===== src/common/fault_regs_pkg.sv =====
/*
  constants, field layouts and carriers for the per-bank fault status,
  fault syndrome and memory type index registers.
  assumes a plain register port with one-cycle strobes and read data one cycle later.
*/
// Functional notes
// - record unsupported-request fault by setting its flag to one
// - status bit 7 flags an address size fault
// - status bit 6 flags a tlb lock fault, may be read-zero
// - status bit 5 flags tlb multi-match, may be read-zero
// - status bit 4 flags an external fault, may be read-zero
// - status bit 3 flags a permission fault
// - status bit 2 flags an access flag fault
// - status bit 1 flags a translation fault; bit 0 reserved
// - restore write replaces status except format field and stall bit
// - only a resume write clears the stall bit
// - syndrome bits 23:16 hold first-stage bank index for nested translation
// - bank index kept only with nested support, else reads zero, ignores writes
// - syndrome bit 11 says synchronous or asynchronous recording
// - syndrome bit 10 set only for external fault during a walk
// - syndrome bit 8 holds security attribute in secure banks only
// - syndrome bit 6 holds instruction flag after override
// - syndrome bit 5 holds privileged flag after override
// - syndrome bit 4 holds write flag, far atomics show missing permission
// - syndrome bits 1:0 encode table level zero to three
// - walk faults report walked level; disabled walk gives scheme base level
// - access flag faults report faulting level, permission faults final level
// - two index registers hold four memory type bytes each, lowest index low
// - writing one clears a status flag bit, writing zero leaves it; stall and format bits ignore the write
// - repeat flag bit 31 set when fault arrives with any status flag already set
package fault_regs_pkg;

  localparam int ADDR_W = 8;

  localparam logic [ADDR_W-1:0] STATUS_OFS = 8'h00;
  localparam logic [ADDR_W-1:0] RESTORE_OFS = 8'h04;
  localparam logic [ADDR_W-1:0] SYN_PRI_OFS = 8'h08;
  localparam logic [ADDR_W-1:0] SYN_EXT_OFS = 8'h0c;
  localparam logic [ADDR_W-1:0] MEM_LOW_OFS = 8'h10;
  localparam logic [ADDR_W-1:0] MEM_HIGH_OFS = 8'h14;
  localparam logic [ADDR_W-1:0] RESUME_OFS = 8'h18;

  // status field positions
  localparam int ST_REPEAT = 31;
  localparam int ST_STALL = 30;
  localparam int ST_FMT_HI = 10;
  localparam int ST_FMT_LO = 9;
  localparam int ST_UNSUP = 8;
  localparam int ST_ASIZE = 7;
  localparam int ST_TLBLK = 6;
  localparam int ST_TLBMM = 5;
  localparam int ST_EXT = 4;
  localparam int ST_PERM = 3;
  localparam int ST_ACC = 2;
  localparam int ST_TRANS = 1;

  // syndrome field positions
  localparam int SY_BANK_HI = 23;
  localparam int SY_BANK_LO = 16;
  localparam int SY_ASYNC = 11;
  localparam int SY_WALK = 10;
  localparam int SY_SEC = 8;
  localparam int SY_INSTR = 6;
  localparam int SY_PRIV = 5;
  localparam int SY_WRITE = 4;
  localparam int SY_LVL_HI = 1;

  localparam logic [31:0] REG_RESET = 32'h0000_0000;
  localparam logic [1:0] LVL0 = 2'h0;
  localparam logic [1:0] LVL1 = 2'h1;
  localparam logic [1:0] FMT_SHORT = 2'h0;

  typedef enum logic [2:0] {
    K_WALK,
    K_TRANS,
    K_ACCESS,
    K_PERM,
    K_OTHER
  } fault_kind_t;

  // one fault report from the translation pipeline
  typedef struct packed {
    logic valid;
    logic unsupported_request_fault;
    logic addr_size_fault;
    logic tlb_lock_fault;
    logic tlb_multi_match_fault;
    logic external_fault;
    logic permission_fault;
    logic access_flag_fault;
    logic translation_fault;
    logic stall;
    fault_kind_t kind;
    logic [1:0] table_level;
    logic walk_disabled;
    logic [7:0] first_stage_bank_index;
    logic async_recorded;
    logic security_attribute;
    logic instruction_flag;
    logic privileged_flag;
    logic write_flag;
    logic far_atomic;
    logic atomic_read_missing;
    logic atomic_write_missing;
  } fault_rec_t;

  typedef struct packed {
    logic [ADDR_W-1:0] addr;
    logic [31:0] wdata;
    logic wr;
    logic rd;
  } reg_req_t;

endpackage : fault_regs_pkg


===== src/context_fault_syndrome_regs.sv =====
/*
  per-bank fault status, restore, syndrome and memory type index registers.
  assumes fault reports arrive as one-cycle valid pulses on clk_sys and the
  register master follows the plain strobe protocol.
*/
`timescale 1ns/1ps
module context_fault_syndrome_regs #(
  parameter bit HAS_TLB_LOCK = 1'b1,
  parameter bit HAS_MULTI_MATCH = 1'b1,
  parameter bit HAS_EXT_DETECT = 1'b1,
  parameter bit HAS_NESTED = 1'b1,
  parameter bit SECURE_BANK = 1'b1,
  parameter bit SCHEME_64 = 1'b1,
  parameter int BANK_IDX_W = 8
) (
  // clock and reset
  input wire logic clk_sys,
  input wire logic rst_b,
  // register port
  input wire fault_regs_pkg::reg_req_t req,
  output logic [31:0] rdata,
  // fault reports
  input wire fault_regs_pkg::fault_rec_t fault,
  // bank configuration
  input wire logic [1:0] scheme_format,
  // state for the translation logic
  output logic stalled,
  output logic fault_pending,
  output logic [31:0] mem_type_low,
  output logic [31:0] mem_type_high
);
  import fault_regs_pkg::*;

  typedef struct packed {
    logic [31:0] status;
    logic [31:0] syn_pri;
    logic [31:0] syn_ext;
    logic [31:0] mem_low;
    logic [31:0] mem_high;
    logic [31:0] rdata;
  } state_t;

  // bits software may clear or restore; unsupported detectors read zero
  localparam logic [31:0] FLAG_MASK = (32'h1 << ST_REPEAT) | (32'h1 << ST_UNSUP)
    | (32'h1 << ST_ASIZE) | (32'(HAS_TLB_LOCK) << ST_TLBLK)
    | (32'(HAS_MULTI_MATCH) << ST_TLBMM) | (32'(HAS_EXT_DETECT) << ST_EXT)
    | (32'h1 << ST_PERM) | (32'h1 << ST_ACC) | (32'h1 << ST_TRANS);

  localparam logic [31:0] SYN_W_MASK = ((HAS_NESTED ? 32'hff : 32'h0) << SY_BANK_LO)
    | (32'h1 << SY_ASYNC) | (32'h1 << SY_WALK) | (32'(SECURE_BANK) << SY_SEC)
    | (32'h1 << SY_INSTR) | (32'h1 << SY_PRIV) | (32'h1 << SY_WRITE) | 32'h3;

  state_t cur_ff;
  state_t nxt_ff;
  // kept apart from the state struct: it alone runs on the raw reset
  logic [1:0] rst_sync_ff;
  logic rst_int_b;

  assign rst_int_b = rst_sync_ff[1];

  // level reported for the fault kind
  function automatic logic [1:0] pick_level(input fault_rec_t f);
    logic [1:0] lvl;
    lvl = f.table_level;
    if (f.kind == K_TRANS && f.walk_disabled) begin
      lvl = SCHEME_64 ? LVL0 : LVL1;
    end
    return lvl;
  endfunction : pick_level

  function automatic logic [31:0] build_syndrome(input fault_rec_t f);
    logic [31:0] s;
    logic [7:0] idx;
    s = REG_RESET;
    idx = 8'h00;
    idx[BANK_IDX_W-1:0] = f.first_stage_bank_index[BANK_IDX_W-1:0];
    if (HAS_NESTED) begin
      s[SY_BANK_HI:SY_BANK_LO] = idx;
    end
    s[SY_ASYNC] = f.async_recorded;
    s[SY_WALK] = f.external_fault && f.kind == K_WALK;
    s[SY_SEC] = SECURE_BANK & f.security_attribute;
    s[SY_INSTR] = f.instruction_flag;
    s[SY_PRIV] = f.privileged_flag;
    if (f.far_atomic) begin
      // only a lone missing write permission reports write
      s[SY_WRITE] = f.atomic_write_missing & ~f.atomic_read_missing
        & ~(f.translation_fault | f.access_flag_fault | f.external_fault);
    end else begin
      s[SY_WRITE] = f.write_flag;
    end
    s[SY_LVL_HI:0] = pick_level(f);
    return s;
  endfunction : build_syndrome

  always_comb begin
    logic [31:0] flags;
    logic [31:0] clr;
    flags = REG_RESET;
    clr = REG_RESET;
    nxt_ff = cur_ff;
    nxt_ff.rdata = REG_RESET;

    // software side first so a same-cycle fault wins over a clear
    if (req.wr) begin
      unique case (req.addr)
        STATUS_OFS: begin
          clr = req.wdata & FLAG_MASK;
          nxt_ff.status = cur_ff.status & ~clr;
        end
        RESTORE_OFS: begin
          nxt_ff.status = (cur_ff.status & ~FLAG_MASK) | (req.wdata & FLAG_MASK);
        end
        SYN_PRI_OFS: nxt_ff.syn_pri = req.wdata & SYN_W_MASK;
        SYN_EXT_OFS: nxt_ff.syn_ext = req.wdata;
        MEM_LOW_OFS: nxt_ff.mem_low = req.wdata;
        MEM_HIGH_OFS: nxt_ff.mem_high = req.wdata;
        RESUME_OFS: nxt_ff.status[ST_STALL] = 1'b0;
        default: ;
      endcase
    end

    if (fault.valid) begin
      flags[ST_UNSUP] = fault.unsupported_request_fault;
      flags[ST_ASIZE] = fault.addr_size_fault;
      flags[ST_TLBLK] = fault.tlb_lock_fault;
      flags[ST_TLBMM] = fault.tlb_multi_match_fault;
      flags[ST_EXT] = fault.external_fault;
      flags[ST_PERM] = fault.permission_fault;
      flags[ST_ACC] = fault.access_flag_fault;
      flags[ST_TRANS] = fault.translation_fault;
      flags = flags & FLAG_MASK;
      if ((cur_ff.status & FLAG_MASK) != REG_RESET) begin
        // keep the first syndrome; merge the new flags and mark the repeat
        nxt_ff.status = nxt_ff.status | flags | (32'h1 << ST_REPEAT);
      end else begin
        nxt_ff.status = nxt_ff.status | flags;
        nxt_ff.syn_pri = build_syndrome(fault);
      end
      if (fault.stall) begin
        nxt_ff.status[ST_STALL] = 1'b1;
      end
    end
    nxt_ff.status[ST_FMT_HI:ST_FMT_LO] = scheme_format;

    if (req.rd) begin
      unique case (req.addr)
        STATUS_OFS: nxt_ff.rdata = cur_ff.status;
        SYN_PRI_OFS: nxt_ff.rdata = cur_ff.syn_pri;
        SYN_EXT_OFS: nxt_ff.rdata = cur_ff.syn_ext;
        MEM_LOW_OFS: nxt_ff.rdata = cur_ff.mem_low;
        MEM_HIGH_OFS: nxt_ff.rdata = cur_ff.mem_high;
        default: nxt_ff.rdata = REG_RESET;
      endcase
    end
  end

  // reset synchroniser uses the raw reset; the rest uses its released copy
  always_ff @(posedge clk_sys or negedge rst_b) begin
    if (!rst_b) begin
      rst_sync_ff <= 2'h0;
    end else begin
      rst_sync_ff <= {rst_sync_ff[0], 1'b1};
    end
  end

  always_ff @(posedge clk_sys or negedge rst_int_b) begin
    if (!rst_int_b) begin
      cur_ff.status <= REG_RESET;
      cur_ff.syn_pri <= REG_RESET;
      cur_ff.syn_ext <= REG_RESET;
      cur_ff.mem_low <= REG_RESET;
      cur_ff.mem_high <= REG_RESET;
      cur_ff.rdata <= REG_RESET;
    end else begin
      cur_ff.status <= nxt_ff.status;
      cur_ff.syn_pri <= nxt_ff.syn_pri;
      cur_ff.syn_ext <= nxt_ff.syn_ext;
      cur_ff.mem_low <= nxt_ff.mem_low;
      cur_ff.mem_high <= nxt_ff.mem_high;
      cur_ff.rdata <= nxt_ff.rdata;
    end
  end

  assign rdata = cur_ff.rdata;
  assign stalled = cur_ff.status[ST_STALL];
  assign fault_pending = (cur_ff.status & FLAG_MASK) != REG_RESET;
  assign mem_type_low = cur_ff.mem_low;
  assign mem_type_high = cur_ff.mem_high;

endmodule : context_fault_syndrome_regs


===== config.mk =====
export PLATFORM = sky130hd
export DESIGN_NAME = context_fault_syndrome_regs
export DESIGN_NICKNAME = d
export VERILOG_FILES = /design/src/common/fault_regs_pkg.sv /design/src/context_fault_syndrome_regs.sv
export SDC_FILE = /design/constraint.sdc
export NUM_CORES = 1
export LEC_CHECK = 0
export BUFFER_PORTS_ARGS = -buffer_cell sky130_fd_sc_hd__buf_2
export CAP_MARGIN = 20
export CORE_MARGIN = 5
export CORE_UTILIZATION = 25
export CTS_CLUSTER_DIAMETER = 30
export DETAILED_ROUTE_END_ITERATION = 8
export GPL_TIMING_DRIVEN = 0
export SYNTH_ARGS = -nofsm -noshare
export SYNTH_HDL_FRONTEND = slang
export SYNTH_SLANG_ARGS = --single-unit

===== constraint.sdc =====
create_clock -name clk_sys -period 13.25 [get_ports clk_sys]
set_input_delay 2.65 -clock clk_sys [delete_from_list [all_inputs] [get_ports clk_sys]]
set_output_delay 2.65 -clock clk_sys [all_outputs]
set_load 0.05 [all_outputs]

==> results of run 1 <==
==> area by class of cell <==
type | count | area share (%)
buffer | 165 | 9.346
sequential | 194 | 44.09
clock inverter | 13 | 1.067
timing repair buffer | 176 | 8.403
clock buffer | 19 | 4.111
tap | 461 | 5.235
inverter | 1 | 0.03407
multi-input combinational | 377 | 27.71
==> state kept, by name, summed over array words and instances, names as in the netlist <==
register       count
cur_ff            95
mem_type_high     32
mem_type_low      32
rdata             32
rst_sync_ff        2
stalled            1
==> per-stage QoR <==
stage | hold slack (ns) | setup slack (ns) | util (%) | std cells
2_1_floorplan | 0.3312 | 7.444 | - | 737
3_3_place_gp | 0.3355 | 5.020 | 29.35 | 1372
3_5_place_dp | 0.3419 | 8.522 | 29.52 | 1374
4_1_cts | 0.3672 | 8.636 | 31.13 | 1406
5_1_grt | 0.3791 | 8.507 | 31.13 | 1406
6_report | 0.3634 | 8.630 | 31.13 | 1406
==> cell usage after synthesis, types with 16 or more instances <==
cell type,count
mux2i_1,23
mux2_1,74
o21ai_0,16
a21oi_1,21
dfrtp_1,194
a222oi_1,23
clkbuf_1,43
mux2_2,24
nor2_1,55
a22o_1,55
buf_4,98
buf_2,22
and3_1,18
==> worst max-delay path, stage by stage (launching register included) <==
cell     delay (ns)
dfrtp_1        0.41
nor4_1         0.50
nand3_1        0.32
buf_2          0.31
==> per-layer routing <==
layer / GRT usage, % / vias to the layer above
li1: - / 2966
met5: 0 / -
met1: 20.16 / 3342
met4: 3.673 / 2
met2: 22.92 / 244
met3: 3.642 / 28
==> kinds of logic after synthesis <==
logic type             Yosys count  synth area share, %
DFF                            194                54.30
muxes                          121                14.92
buffers and inverters          166                11.56
AOI/OAI and AO/OA              136                11.77
other                            1              0.04194
and+or+nand+nor                119                7.417
==> path summary, 6_finish.rpt <==
| kind | endpoint | slack [ns] | cells after the start |
|---|---|---|---|
| max | fault_pending | 8.63 | 3 |
| min | rst_sync_ff[1] | 0.36 | 0 |
| max in group asynchronous | rst_sync_ff[1] | 11.17 | 1 |
| max reg2reg | cur_ff[128] | 10.67 | 5 |
| min reg2reg | rst_sync_ff[1] | 0.36 | 0 |
| min in group asynchronous | rdata[19] | 0.41 | 0 |
==> where the power goes <==
group / internal, mW / switching [mW] / total (mW) / leakage [nW]
Combinational: 0.0457 / 0.0814 / 0.127 / 2.87
Clock: 0.257 / 0.254 / 0.511 / 0.276
Sequential: 0.610 / 0.0165 / 0.627 / 2.62
==> results_dict.tcl, run 1 <==
set metrics [dict create \
    status "finished clean" \
    hpwlAfterDp_um 20660 \
    path_class "reg -> out" \
    synth_top_area_cell "dfrtp_1" \
    hold_start "rst_sync_ff[0]" \
    syn_area_mm2 0.008941 \
    ys_ff_latch 194 \
    drive_above_1_share_pct 38.52 \
    initial_utilization_pct 25.26 \
    setup_tns_ns 0 \
    wirelength_um 28720 \
    fp.dieH_um 199.1 \
    seq_area_frac_synth_pct 54.30 \
    drc 0 \
    dpl_cell_area_mm2 0.01045 \
    synth_area_leaders "dfrtp_1, mux2_1, buf_4, a22o_1, mux2_2" \
    layout_common_cells "buf_2, dfrtp_1, buf_4" \
    power.total_mw 1.265 \
    synth_ff_type "dfrtp_1" \
    clock_path_buffers 2 \
    hold_path.class "reg -> reg" \
    max_freq_mhz 216.4 \
    wl_per_cell_um 20.43 \
    grtUsageTotal_pct 14.55 \
    post-route-period-util_pct 34.87 \
    nFillCells 3653 \
    numPortBuffers 174 \
    hold_viol_final 0 \
    drv_cap 0 \
    m1WireLength_um 12990 \
    grt_max_degree 71 \
    ctsHoldBuffers 0 \
    final_common_cell "buf_2" \
    synth_top_area_share_pct 54.30 \
    tightest_slew_ns 0.8811 \
    required_ns 10.60 \
    clock-root-buffer "clkbuf_16" \
    cts_resized 0 \
    power.density_mw_per_mm2 114.8 \
    rsz0062_at_grt "false" \
    synth.distinct_cells 41 \
    post-cts-setup-buffers 0 \
    r2r-start "cur_ff[165]" \
    yosysWarnings 0 \
    synth-async-reset-ratio_pct 100.0 \
    clock-sinks 194 \
    drt_iter0_markers 472 \
    clk_pin_slew_worst_paths_ns 0.07 \
    diodes 0 \
    startpoint_type "flop" \
    crit_path_end_kind "output port" \
    wl_met2_um 13310 \
    ir_drop_v 0.00008645 \
    startpoint "cur_ff[165]" \
    syn_avg_cell_area_um2 12.13 \
    numCtsBuffers 17 \
    grt_pass1_wl_um 43040 \
    postSynthCellCount 737 \
    synth_edf_count 0 \
    finalCriticalPeriod_ns 4.620 \
    top_layer "met5" \
    via_count 6582 \
    drv_slew 0 \
    antenna_found_initial 1 \
    grt_pass1_vias 6892 \
    area_delta_synth_final_pct 23.23 \
    fin_area_mm2 0.01102 \
    layout.nets 1010 \
    dieArea_mm2 0.03965 \
    htreeDepth 4 \
    dr.pass1.iters 5 \
    multi_input_area_mm2 0.003053 \
    io_pins 176 \
    viasPerCell 4.681 \
    setup_viol 0 \
    drtAntennaViolNets 0 \
    worstPathArrival_ns 1.97 \
    finClkSkew_ns 0.01413 \
    regArea_mm2 0.004858 \
    syn-num-nets 815 \
    grt-ovfl-total 0 \
    core-area_mm2 0.03540 \
    placementRows 69 \
    p_leak_nw 5.774 \
    met3WireLength_um 2016 \
    place_congestion 0.8433 \
    clk-insertion-delay-late_ns 0.45 \
    slew_headroom_pct 41.26 \
    chipWidth_um 199.1 \
    cts_tree "built" \
    path_max_fanout 4 \
]
Note: power is estimated with default switching activity, not from simulation.
==> inputs of run 2 (changes only) <==
clock period = 4.1 ns   (was 13.25 ns; I/O delays follow)
==> run 2 against run 1 <==
Clock power grew to 3.1 times the previous value; via count is 0.84% lower; design area is 0.19% lower; register-to-register slack worse by 9.1 ns; core utilization is 0.060 points lower; critical endpoint unchanged; largest cell class unchanged.
==> results_dict.tcl, run 2 (same netlist as run 1, synthesis figures left out) <==
set metrics [dict create \
    layout_common_cells "buf_2, dfrtp_1, buf_4" \
    cpMaxStageDelayCell "nor4_1" \
    post-route-period-util_pct 65.79 \
    grtUsageTotal_pct 14.43 \
    clk_pin_slew_worst_paths_ns 0.07 \
    htreeDepth 4 \
    numCtsBuffers 17 \
    wl_per_cell_um 20.50 \
    r2r_end "cur_ff[128]" \
    antenna_found_initial 1 \
    path_class "reg -> out" \
    r2r-start "cur_ff[165]" \
    setup_viol 0 \
    numPortBuffers 174 \
    drc 0 \
    dieArea_mm2 0.03965 \
    final_cells 1407 \
    post-cts-setup-buffers 0 \
    ir_drop_v 0.0002583 \
    clk-insertion-delay-late_ns 0.43 \
    wirelength_um 28850 \
    dr.pass1.iters 7 \
    drt_iter0_markers 417 \
    hold_viol_final 0 \
    largest_reg_flops 95 \
    finClkSkew_ns 0.01482 \
    grt_pass1_wl_um 42770 \
    finalCriticalPeriod_ns 2.697 \
    place_congestion 0.8365 \
    reg2reg_slack_ns 1.56 \
    area_delta_synth_final_pct 22.99 \
    clock_path_buffers 2 \
    required_ns 3.28 \
    initial_utilization_pct 25.26 \
    viasPerCell 4.639 \
    fp.dieH_um 199.1 \
    clock-sinks 194 \
    hpwlAfterDp_um 20760 \
    hold_path.class "in -> async" \
    chipWidth_um 199.1 \
    worstPathArrival_ns 1.88 \
    placed_cells 1374 \
    startpoint_type "flop" \
    via_count 6527 \
    cts_tree "built" \
    grt_max_degree 70 \
    regMostFlops "cur_ff" \
    r2r_cells 5 \
    placementRows 69 \
    grt-ovfl-total 0 \
    cp_slowest_stage_delay_ns 0.44 \
    cts_resized 0 \
    core-area_mm2 0.03540 \
    drive_above_1_share_pct 38.31 \
    clock-root-buffer "clkbuf_16" \
    p_leak_nw 5.758 \
    ctsHoldBuffers 0 \
    crit_path_end_kind "output port" \
    power.total_mw 4.036 \
    layout.nets 1010 \
    drtAntennaViolNets 0 \
    drv_slew 0 \
    drv_cap 0 \
    tightest_slew_ns 0.8746 \
    slew_headroom_pct 41.69 \
    power.density_mw_per_mm2 367.0 \
    max_freq_mhz 370.7 \
    grt_pass1_vias 6730 \
    crit_chain "nor4_1 -> nand3_1 -> buf_2" \
    status "finished clean" \
    path_max_fanout 4 \
    final_common_cell "buf_2" \
    io_pins 176 \
    rsz0062_at_grt "false" \
]
==> run 2: cell types whose count changed in the layout (fill, tap and decap cells not counted), sizes merged <==
cell | previous run | this run
inv | 7 | 5
clkbuf | 62 | 63
clkinvlp | 2 | 3
diode | 0 | 1
==> run 2: routing by layer <==
layer  vias up  global-route usage, %  wire, um
li1       2965                      -         -
met1      3291                  20.09     12970
met2       249                  23.16     13490
met3        20                  3.170      2075
met4         2                  3.242       298
met5         -                      0         7
==> run 2: through the flow <==
| step | instance area, um^2 | setup slack (ns) | utilization [%] | hold WS, ns | TNS, ns |
|---|---|---|---|---|---|
| 4_1_cts | 10990 | 1.405 | 31.06 | 0.1398 | 0 |
| 3_5_place_dp | 10450 | 1.271 | 29.52 | 0.3397 | 0 |
| 3_3_place_gp | 10390 | -0.3874 | 29.35 | 0.3354 | -71.18 |
| 5_1_grt | 10990 | 1.333 | 31.06 | 0.1402 | 0 |
| 6_report | 11000 | 1.403 | 31.07 | 0.1646 | 0 |
| 2_1_floorplan | 8942 | 0.9018 | - | 0.3311 | 0 |
==> run 2: worst max path at each step <==
stage | from | end | slack, ns | cells after the start
3_5_place_dp | req[35] | rdata[3] | 1.27 | 6
2_1_floorplan | rst_sync_ff[1] | cur_ff[100] | 0.90 | 0
6_report | cur_ff[165] | fault_pending | 1.40 | 3
3_3_place_gp | rst_sync_ff[1] | cur_ff[163] | -0.39 | 0
4_1_cts | cur_ff[165] | fault_pending | 1.41 | 3
5_1_grt | cur_ff[165] | fault_pending | 1.33 | 3
==> run 2: critical path: cells and delay by family, from the launching register on <==
family / cells / cell delay [ns]
DFF: 1 / 0.40
and+or+nand+nor: 2 / 0.75
buffers and inverters: 1 / 0.30
==> run 2: power by group <==
part / internal, mW / switching [mW]
Sequential: 1.97 / 0.0550
Clock: 0.808 / 0.790
Combinational: 0.148 / 0.263
Total: 2.93 / 1.11
==> run 2: cell type report <==
| type | instances | area [um^2] |
|---|---|---|
| multi-input cells | 377 | 3053 |
| plain buffers | 165 | 1030 |
| repair buffers | 176 | 925.9 |
| inverters | 1 | 3.754 |
| fillers | 3684 | 24400 |
| clock inverters | 12 | 100.1 |
| well taps | 461 | 576.8 |
| diodes | 1 | 2.502 |
| flip-flops and latches | 194 | 4858 |
| clock buffers | 20 | 446.7 |
